[config.mk]
export PLATFORM = sky130hd
export DESIGN_NAME = ivu_top
export DESIGN_NICKNAME = d
export VERILOG_FILES = /design/src/rtl/ivu_pkg.sv /design/src/rtl/ivu_top.sv
export SDC_FILE = /design/constraint.sdc
export NUM_CORES = 1
export LEC_CHECK = 0
export BUFFER_PORTS_ARGS = -buffer_cell sky130_fd_sc_hd__buf_2
export CORE_ASPECT_RATIO = 0.75
export CORE_MARGIN = 2
export CORE_UTILIZATION = 40
export DETAILED_ROUTE_END_ITERATION = 10
export GPL_ROUTABILITY_DRIVEN = 0
export PLACE_DENSITY = 0.8
export SYNTH_ARGS = -nofsm -noshare
export SYNTH_HDL_FRONTEND = slang
export SYNTH_SLANG_ARGS = --single-unit
[constraint.sdc]
create_clock -name CLK -period 1.92 [get_ports CLK]
set_clock_uncertainty 0.05 [all_clocks]
set_input_delay 0.192 -clock CLK [delete_from_list [all_inputs] [get_ports CLK]]
set_output_delay 0.192 -clock CLK [all_outputs]
set_load 0.005 [all_outputs]
[src/rtl/ivu_pkg.sv]
// Purpose: shared constants and carriers for the interrupt vectoring unit
// Assumes: 8-bit vectors, 16-bit offsets, 8-bit segment numbers
// Notes: table entries are two-byte addresses, high byte at the even offset
package ivu_pkg;
	localparam int unsigned NUM_CH        = 8;
	localparam int unsigned CH_W          = 3;
	localparam int unsigned VEC_W         = 8;
	localparam int unsigned SEG_W         = 8;
	localparam int unsigned OFS_W         = 16;
	localparam int unsigned TABLE_SIZE    = 256;
	localparam logic [OFS_W-1:0] OFS_RESET_VEC = 16'h0000;
	localparam logic [SEG_W-1:0] SEG_RESET_VEC = 8'h00;
	localparam logic [OFS_W-1:0] OFS_DIV0_VEC  = 16'h0002;
	localparam logic [OFS_W-1:0] OFS_TOP_VEC   = 16'h0004;
	localparam logic [OFS_W-1:0] OFS_WDOG_VEC  = 16'h0006;
	localparam logic [OFS_W-1:0] WDOG_FILL     = 16'hFFFF;
	localparam logic [OFS_W-1:0] OFS_NEXT_BYTE = 16'h0001;
	localparam logic [VEC_W-1:0] BASE_RESET    = 8'h00;
	localparam logic [SEG_W-1:0] SEG_REG_RESET = 8'h00;
	localparam logic [NUM_CH-1:0] EDGE_RESET   = 8'h00;
	localparam logic [VEC_W-1:0] VEC_LSB_ZERO  = 8'hFE;

	typedef enum logic [1:0] {
		IVU_SRC_STD,
		IVU_SRC_TOP,
		IVU_SRC_DIV0,
		IVU_SRC_RESET
	} ivu_src_t;

	// one fetch request toward the memory side
	typedef struct packed {
		logic                 valid;
		logic [SEG_W-1:0]     seg;
		logic [OFS_W-1:0]     ofs;
		logic                 push_flags;
		logic                 use_isr_seg;
		ivu_src_t             src;
	} ivu_fetch_t;
endpackage

[src/rtl/ivu_top.sv]
// Purpose: gathers interrupt requests and builds the vector table fetch
// Assumes: inputs synchronous to CLK, CPU core sequences stack pushes itself
// Notes: the vector table may hold code outside the entries really used
`timescale 1ns/1ps

module ivu_top (
	input  wire logic                        CLK,
	input  wire logic                        RST,
	input  wire logic [ivu_pkg::NUM_CH-1:0]  EXT_IN,
	input  wire logic [ivu_pkg::NUM_CH-1:0]  EXT_EDGE_RISING,
	input  wire logic [ivu_pkg::NUM_CH-1:0]  PERIPH_REQ,
	input  wire logic [ivu_pkg::NUM_CH-1:0]  CH_ENABLE,
	input  wire logic                        NMI_PIN,
	input  wire logic                        WDOG_REQ,
	input  wire logic                        TOP_SRC_WDOG,
	input  wire logic                        TOP_ENABLE,
	input  wire logic                        DIV0_TRAP,
	input  wire logic                        BASE_WE,
	input  wire logic [ivu_pkg::VEC_W-1:0]   BASE_WDATA,
	input  wire logic                        SEG_WE,
	input  wire logic [ivu_pkg::SEG_W-1:0]   SEG_WDATA,
	input  wire logic [ivu_pkg::SEG_W-1:0]   CODE_SEG,
	input  wire logic                        ACK,
	output logic                             REQ_PENDING,
	output logic [ivu_pkg::VEC_W-1:0]        VECTOR,
	output ivu_pkg::ivu_fetch_t              FETCH,
	output logic [ivu_pkg::NUM_CH-1:0]       PENDING,
	output logic [ivu_pkg::VEC_W-1:0]        VECTOR_BASE,
	output logic [ivu_pkg::SEG_W-1:0]        INT_SEG
);
	logic [ivu_pkg::NUM_CH-1:0] ext_prev_reg;
	logic [ivu_pkg::NUM_CH-1:0] ext_prev_next;
	logic [ivu_pkg::NUM_CH-1:0] pend_reg;
	logic [ivu_pkg::NUM_CH-1:0] pend_next;
	logic [ivu_pkg::NUM_CH-1:0] ext_edge;
	logic [ivu_pkg::NUM_CH-1:0] clr_mask;
	logic                       top_pend_reg;
	logic                       top_pend_next;
	logic                       top_src_prev_reg;
	logic                       top_src_prev_next;
	logic                       top_src;
	logic                       boot_reg;
	logic                       boot_next;
	logic [ivu_pkg::VEC_W-1:0]  vector_pointer_register;
	logic [ivu_pkg::VEC_W-1:0]  base_next;
	logic [ivu_pkg::SEG_W-1:0]  interrupt_segment_register;
	logic [ivu_pkg::SEG_W-1:0]  seg_next;
	logic [ivu_pkg::VEC_W-1:0]  vec_reg;
	logic [ivu_pkg::VEC_W-1:0]  vec_next;
	ivu_pkg::ivu_fetch_t        fetch_reg;
	ivu_pkg::ivu_fetch_t        fetch_next;
	logic [ivu_pkg::CH_W-1:0]   win_ch;
	logic                       win_any;
	logic                       take_div0;
	logic                       take_top;
	logic                       take_std;
	logic                       top_edge;
	logic [ivu_pkg::VEC_W-1:0]  std_vec;

	// per-input edge pick, polarity chosen per channel
	genvar gi;
	generate
		for (gi = 0; gi < ivu_pkg::NUM_CH; gi++) begin : g_edge
			assign ext_edge[gi] = EXT_EDGE_RISING[gi] ?
				(EXT_IN[gi] & ~ext_prev_reg[gi]) :
				(~EXT_IN[gi] & ext_prev_reg[gi]);
		end
	endgenerate

	assign top_src  = TOP_SRC_WDOG ? WDOG_REQ : NMI_PIN;
	assign top_edge = TOP_ENABLE & top_src & ~top_src_prev_reg;

	// lowest index wins among enabled pending channels
	always_comb begin
		win_ch  = '0;
		win_any = 1'b0;
		for (int i = ivu_pkg::NUM_CH - 1; i >= 0; i--) begin
			if (pend_reg[i] && CH_ENABLE[i]) begin
				win_ch  = i[ivu_pkg::CH_W-1:0];
				win_any = 1'b1;
			end
		end
	end

	// one fetch per cycle: boot, then trap, then top level, then standard
	always_comb begin
		take_div0 = 1'b0;
		take_top  = 1'b0;
		take_std  = 1'b0;
		if (!boot_reg) begin
			if (DIV0_TRAP) begin
				take_div0 = 1'b1;
			end else if (ACK && top_pend_reg) begin
				take_top = 1'b1;
			end else if (ACK && win_any) begin
				take_std = 1'b1;
			end
		end
	end

	// base keeps the bits above the channel field, index lands above a forced zero
	always_comb begin
		std_vec = vector_pointer_register
			& ~{{(ivu_pkg::VEC_W-ivu_pkg::CH_W-1){1'b0}}, {ivu_pkg::CH_W{1'b1}}, 1'b0};
		std_vec = std_vec
			| {{(ivu_pkg::VEC_W-ivu_pkg::CH_W-1){1'b0}}, win_ch, 1'b0};
		std_vec = std_vec & ivu_pkg::VEC_LSB_ZERO;
	end

	always_comb begin
		ext_prev_next = EXT_IN;
		clr_mask      = '0;
		if (take_std) begin
			clr_mask[win_ch] = 1'b1;
		end
		// set wins over clear: a fresh edge in the ack cycle stays pending
		pend_next = (pend_reg & ~clr_mask) | ext_edge | PERIPH_REQ;
	end

	always_ff @(posedge CLK) begin
		if (RST) begin
			ext_prev_reg <= ivu_pkg::EDGE_RESET;
			pend_reg     <= '0;
		end else begin
			ext_prev_reg <= ext_prev_next;
			pend_reg     <= pend_next;
		end
	end

	always_comb begin
		top_src_prev_next = top_src;
		top_pend_next     = top_pend_reg;
		if (take_top) begin
			top_pend_next = 1'b0;
		end
		// new top-level edge beats an ack in the same cycle
		if (top_edge) begin
			top_pend_next = 1'b1;
		end
	end

	always_ff @(posedge CLK) begin
		if (RST) begin
			top_src_prev_reg <= 1'b0;
			top_pend_reg     <= 1'b0;
		end else begin
			top_src_prev_reg <= top_src_prev_next;
			top_pend_reg     <= top_pend_next;
		end
	end

	// boot fetch goes out once, on the first edge after reset
	always_comb begin
		boot_next = 1'b0;
	end

	always_ff @(posedge CLK) begin
		if (RST) begin
			boot_reg <= 1'b1;
		end else begin
			boot_reg <= boot_next;
		end
	end

	always_comb begin
		base_next = vector_pointer_register;
		seg_next  = interrupt_segment_register;
		if (BASE_WE) begin
			base_next = BASE_WDATA;
		end
		if (SEG_WE) begin
			seg_next = SEG_WDATA;
		end
	end

	always_ff @(posedge CLK) begin
		if (RST) begin
			vector_pointer_register    <= ivu_pkg::BASE_RESET;
			interrupt_segment_register <= ivu_pkg::SEG_REG_RESET;
		end else begin
			vector_pointer_register    <= base_next;
			interrupt_segment_register <= seg_next;
		end
	end

	always_comb begin
		vec_next   = vec_reg;
		fetch_next = '0;
		if (boot_reg) begin
			// absolute bytes zero and one, ignores the segment registers
			fetch_next.valid = 1'b1;
			fetch_next.seg   = ivu_pkg::SEG_RESET_VEC;
			fetch_next.ofs   = ivu_pkg::OFS_RESET_VEC;
			fetch_next.src   = ivu_pkg::IVU_SRC_RESET;
		end else if (take_div0) begin
			fetch_next.valid      = 1'b1;
			fetch_next.seg        = CODE_SEG;
			fetch_next.ofs        = ivu_pkg::OFS_DIV0_VEC;
			fetch_next.push_flags = 1'b0;
			fetch_next.src        = ivu_pkg::IVU_SRC_DIV0;
		end else if (take_top) begin
			fetch_next.valid       = 1'b1;
			fetch_next.seg         = interrupt_segment_register;
			fetch_next.ofs         = ivu_pkg::OFS_TOP_VEC;
			fetch_next.push_flags  = 1'b1;
			fetch_next.use_isr_seg = 1'b1;
			fetch_next.src         = ivu_pkg::IVU_SRC_TOP;
		end else if (take_std) begin
			vec_next               = std_vec;
			fetch_next.valid       = 1'b1;
			fetch_next.seg         = interrupt_segment_register;
			// 8-bit vector confines the entry to the first 256 bytes
			fetch_next.ofs         = {{(ivu_pkg::OFS_W-ivu_pkg::VEC_W){1'b0}}, std_vec};
			fetch_next.push_flags  = 1'b1;
			fetch_next.use_isr_seg = 1'b1;
			fetch_next.src         = ivu_pkg::IVU_SRC_STD;
		end
	end

	always_ff @(posedge CLK) begin
		if (RST) begin
			vec_reg   <= '0;
			fetch_reg <= '0;
		end else begin
			vec_reg   <= vec_next;
			fetch_reg <= fetch_next;
		end
	end

	// code fetches to the segment are never blocked here
	assign REQ_PENDING = top_pend_reg | win_any;
	assign VECTOR      = vec_reg;
	assign FETCH       = fetch_reg;
	assign PENDING     = pend_reg;
	assign VECTOR_BASE = vector_pointer_register;
	assign INT_SEG     = interrupt_segment_register;
endmodule // ivu_top

* Word level (Yosys, flattened, before mapping) *
Index checks and enable logic that the tools add are counted.

operators by class
  order comparisons = 2
  mux-type cells = 46
  bitwise logic cells = 45
  reduce and logical (&&, ||, !) cells = 17

operators by type and width
  kind                                                         count
  two-way mux 29 bit                                           2
  two-way mux 1 bit                                            30
  two-way mux 26 bit                                           1
  two-way mux 25 bit                                           1
  two-way mux 3 bit                                            8
  NOT 1 bit                                                    21
  bitwise AND 1 bit                                            18
  OR 8 bit                                                     2
  logical AND 1 bit                                            11
  bitwise AND 8 bit                                            1
  two-way mux 8 bit                                            1
  NOT 8 bit                                                    1
  OR 8 x 4 -> 8 bit                                            1
  OR reduction 5 bit                                           1
  less-than comparator 3 x 4 -> 1 bit (second input constant)  1
  two-way mux 2 bit                                            2
  AND reduction 4 bit                                          1
  OR reduction 4 bit                                           1
  demux 1 bit (select 3 bit)                                   1
  >= comparator 3 x 1 -> 1 bit (second input constant)         1
  OR reduction 3 bit                                           1
  nonzero test 2 bit                                           1
  OR reduction 2 bit                                           1
  OR 1 bit                                                     1

storage, ports and cells
  bits in registers = 71
  logic and storage cells = 127

* Depth between registers and ports, before layout *
  depth after elaboration = 19
  depth in mapped cells = 5
  gate-level depth less buffers = 4

* Least setup slack after synthesis *
OpenSTA, ideal clock, no wires.

  path type = register -> register
  start = register top_pend_reg
  end = register vec_reg (netlist bit VECTOR[5])
  setup time = 0.128 ns
  data arrival time = 1.502 ns
  path slack = 0.241 ns
  stages on the path, launching flop included = 6
  buffers on the path = 1
  clock period less this slack = 1.679 ns
  cell sequence = dfxtp_1 or4b_4 a41oi_2 buf_6 mux2i_1 nor2_1

on the way
  longest elaborated chain between the ends = 6

ends and longest elaborated chain
  item                                      line            source
  start: declaration                        ivu_top.sv:37   logic top_pend_reg;
  start signal: assignment                  ivu_top.sv:148  top_pend_reg <= top_pend_next;
  logical AND 1 bit (*)                     ivu_top.sv:93   end else if (ACK && top_pend_reg) begin
  two-way mux 1 bit                         ivu_top.sv:93
  two-way mux 1 bit                         ivu_top.sv:91   if (DIV0_TRAP) begin
  two-way mux 1 bit                         ivu_top.sv:90   if (!boot_reg) begin
  NOT 1 bit (no source line)                --
  AND reduction 4 bit (no source line) (*)  --
  end signal: assignment                    ivu_top.sv:225  vec_reg <= vec_next;
  end: declaration                          ivu_top.sv:48   logic [ivu_pkg::VEC_W-1:0] vec_reg;

Mark *: on every way between the ends. The rest lies on a longest branch, timed or not.
A chain may end at the register's enable or synchronous reset.

* Worst setup path in the final report *
  start = register pend_reg (netlist bit PENDING[1])
  end = output port REQ_PENDING

on the way
  longest elaborated chain between the ends = 4

ends and longest elaborated chain
  item                            line            source
  start: declaration              ivu_top.sv:33   logic [ivu_pkg::NUM_CH-1:0] pend_reg;
  start signal: assignment        ivu_top.sv:126  pend_reg <= pend_next;
  logical AND 1 bit               ivu_top.sv:78   if (pend_reg[i] && CH_ENABLE[i]) begin
  two-way mux 1 bit (2 in a row)  ivu_top.sv:78
  OR 1 bit                        ivu_top.sv:231  assign REQ_PENDING = top_pend_reg | win_any;
  end: declaration                ivu_top.sv:24   output logic REQ_PENDING,

Every way passes these cells.

==> results.sh <==
export IMPL_grt_pass1_vias=2057
export IMPL_fin_crit_ns=1.81
export IMPL_drt_iter0_drc=61
export IMPL_regToRegStartpoint="top_pend_reg"
export IMPL_ys_top_cells_by_area="dfxtp_1, mux2i_1, nor2_1"
export IMPL_p_leak_nw=1.61
export IMPL_p_comb_share_pct=12.2
export IMPL_end_kind="output port"
export IMPL_required_ns=1.68
export IMPL_ys_flop_type="dfxtp_1"
export IMPL_yosysMostFrequentCell="dfxtp_1"
export IMPL_cts_root_buf="clkbuf_8"
export IMPL_crit_family="compound AO/OA/AOI/OAI gates"
export IMPL_max_stage_delay_ns=0.36
export IMPL_yosysTopAreaCell="dfxtp_1"
export IMPL_placed_area_um2=3100
export IMPL_crit_start="PENDING[1]"
export IMPL_fp_dieW_um=94.9
export IMPL_grt_pass1_wl_mm=9.59
export IMPL_cp_arrival_ns=1.57
export IMPL_ff2ff_path_depth=5
export IMPL_power_switching_w=0.000711
export IMPL_synthToLayoutAreaGrowth_pct=34.7
export IMPL_routed_wl_mm=6.10
export IMPL_drt_vias_per_instance=4.78
export IMPL_post_cts_setup_buffers=0
export IMPL_critical_path_max_fanout=6
export IMPL_ios=128
export IMPL_cts_buffers_inserted=9
export IMPL_ctsHoldBuffers=0
export IMPL_core_area_um2=5920
export IMPL_path_cells="a22oi_2, nand4_1, nor2_1, inv_1, buf_2"
export IMPL_rrSetupSlack_ns=0.24
export IMPL_min_period_over_period_pct=94.1
export IMPL_die_h_um=72.2
export IMPL_yosys_warnings=0
export IMPL_status="finished, final reports clean"
export IMPL_clk_pin_slew_ns=0.07
export IMPL_hold_depth=3
export IMPL_nets=453
export IMPL_clockBufferDepth=2
export IMPL_swShare_pct=23.6
export IMPL_wl_per_cell_um=13.0
export IMPL_cts_sinks=61
export IMPL_ys_ff_latch=61
export IMPL_yosys_top_cells_count="dfxtp_1, nor2_1, mux2i_1"
export IMPL_dp_cells=454
export IMPL_crit_buf_inv=2
export IMPL_async_flop_share_pct=0
export IMPL_io_buffers=117
export IMPL_tritoncts="yes"
export IMPL_start_util_pct=41.9
export IMPL_dr_pass1_iters=4
export IMPL_clk_latency_ns=0.34
export IMPL_largest_reg_flops=19
export IMPL_die_area_um2=6850
export IMPL_fin_hold_ws_ns=0.0388
export IMPL_drv_slew=0
export IMPL_setup_slack_ns=0.113
export IMPL_drc=0
export IMPL_htree_levels=3
export IMPL_path_class="flip-flop to output port"
export IMPL_whs_endpoint="FETCH[21]"
export IMPL_clockPowerShare_pct=42.3
export IMPL_rows=24
export IMPL_hold_viol=0
export IMPL_max_freq_ghz=0.553
export IMPL_cp_slowest_cell="a22oi_2"
export IMPL_gr_total_overflow=0
export IMPL_avgSynthCellArea_um2=9.25
export IMPL_place_detailed_hpwl_mm=4.62
export IMPL_num_vias=2248
export IMPL_setup_viol=0
export IMPL_drv_cap=0
export IMPL_seq_power_share_pct=45.5
export IMPL_min_path_type="primary input to flip-flop"
export IMPL_p_int_w=0.00231
export IMPL_stdcell_count=470
export IMPL_grt_use_total_pct=18.4
export IMPL_tns_ns=0
export IMPL_place_ws_ns=0.163
export IMPL_ant_nets=0
export IMPL_synth_distinct_cells=39
export IMPL_synth_top_area_share_pct=49.2
export IMPL_netlist_area_um2=2480
export IMPL_power_density_nw_per_um2=904
export IMPL_antenna_cells=0
export IMPL_design_area_um2=3340
export IMPL_drive_gt1_share_pct=38.0
export IMPL_synth_cells=268
export IMPL_yosysSeqAreaShare_pct=49.2
export IMPL_cts_resized_gates=2
export IMPL_rr_endpoint="VECTOR[5]"
export IMPL_vdd_drop_max_mv=0.558
export IMPL_grt_antenna_before_repair=0
export IMPL_grt_max_degree=25
export IMPL_synth_edf_count=0
export IMPL_rsz0062_at_grt="false"
export IMPL_crit_path_start_kind="flip-flop"
export IMPL_hold_start="CODE_SEG[1]"
logic make-up after synthesis:
family	count (synthesis)	share of synthesized area (%)
flip-flops	61	49.2
buffers and inverters	28	6.81
other	1	0.151
AND/OR/NAND/NOR	108	21.4
AO/OA/AOI/OAI	49	13.9
multiplexers	21	8.48
routing by layer:
metal | track usage (%) | wire (µm)
met1 | 21.9 | 2640
met2 | 30.7 | 2960
met3 | 6.54 | 420
met4 | 7.25 | 73
met5 | 0 | 0
cell usage in the layout (no fill, tap or decap), types with 2 or more instances in the layout:
cell type / count
o21bai_1: 2
o21ai_0: 10
clkbuf_8: 11
buf_2: 117
mux2i_1: 21
nor2_1: 42
nor3_1: 5
nand2_1: 13
a21oi_1: 11
nor2b_1: 13
and3_1: 4
buf_4: 9
nand3_1: 17
nand2b_1: 4
a211oi_1: 7
a22oi_2: 3
a221o_1: 6
nand3b_1: 2
clkinv_2: 2
bufinv_16: 2
dfxtp_1: 61
conb_1: 10
power by group through the flow:
stage | logic, W | clock network [W] | registers [W]
4_1_cts | 0.000370 | 0.00130 | 0.00137
3_3_place_gp | 0.000356 | 0 | 0.00140
2_1_floorplan | 0.000203 | 0 | 0.00140
5_1_grt | 0.000412 | 0.00136 | 0.00138
3_5_place_dp | 0.000366 | 0 | 0.00140
6_report | 0.000369 | 0.00128 | 0.00137
stage by stage:
stage / total power (W) / util, %
2_1_floorplan: 0.00160 / -
3_3_place_gp: 0.00175 / 52.4
3_5_place_dp: 0.00176 / 52.4
4_1_cts: 0.00305 / 56.4
5_1_grt: 0.00315 / 56.5
6_report: 0.00302 / 56.5
worst max-delay path by stage:
stage,slack (ns),cells past startpoint,to
final,0.11,5,REQ_PENDING
after global routing,0.02,5,REQ_PENDING
after CTS,0.008,5,REQ_PENDING
after detailed placement,0.16,6,VECTOR[6]
after global placement,0.20,6,VECTOR[4]
after floorplan,0.24,5,VECTOR[5]
cell type report:
type	instances	area, µm²
Sequential cell	61	1220
Timing Repair Buffer	126	653
Multi-Input combinational cell	188	1140
Clock buffer	12	155
Inverter	1	3.75
Tap cell	78	97.6
Fill cell	552	2580
Clock inverter	4	70.1
worst register-to-register path: cells and delay by family (launching register included):
kind            cells  cell delay (ns)
simple gates        2             0.61
flops               1             0.32
buf+inv             1             0.22
mux                 1             0.20
compound gates      1             0.17
(Power assumes the default switching activity.)
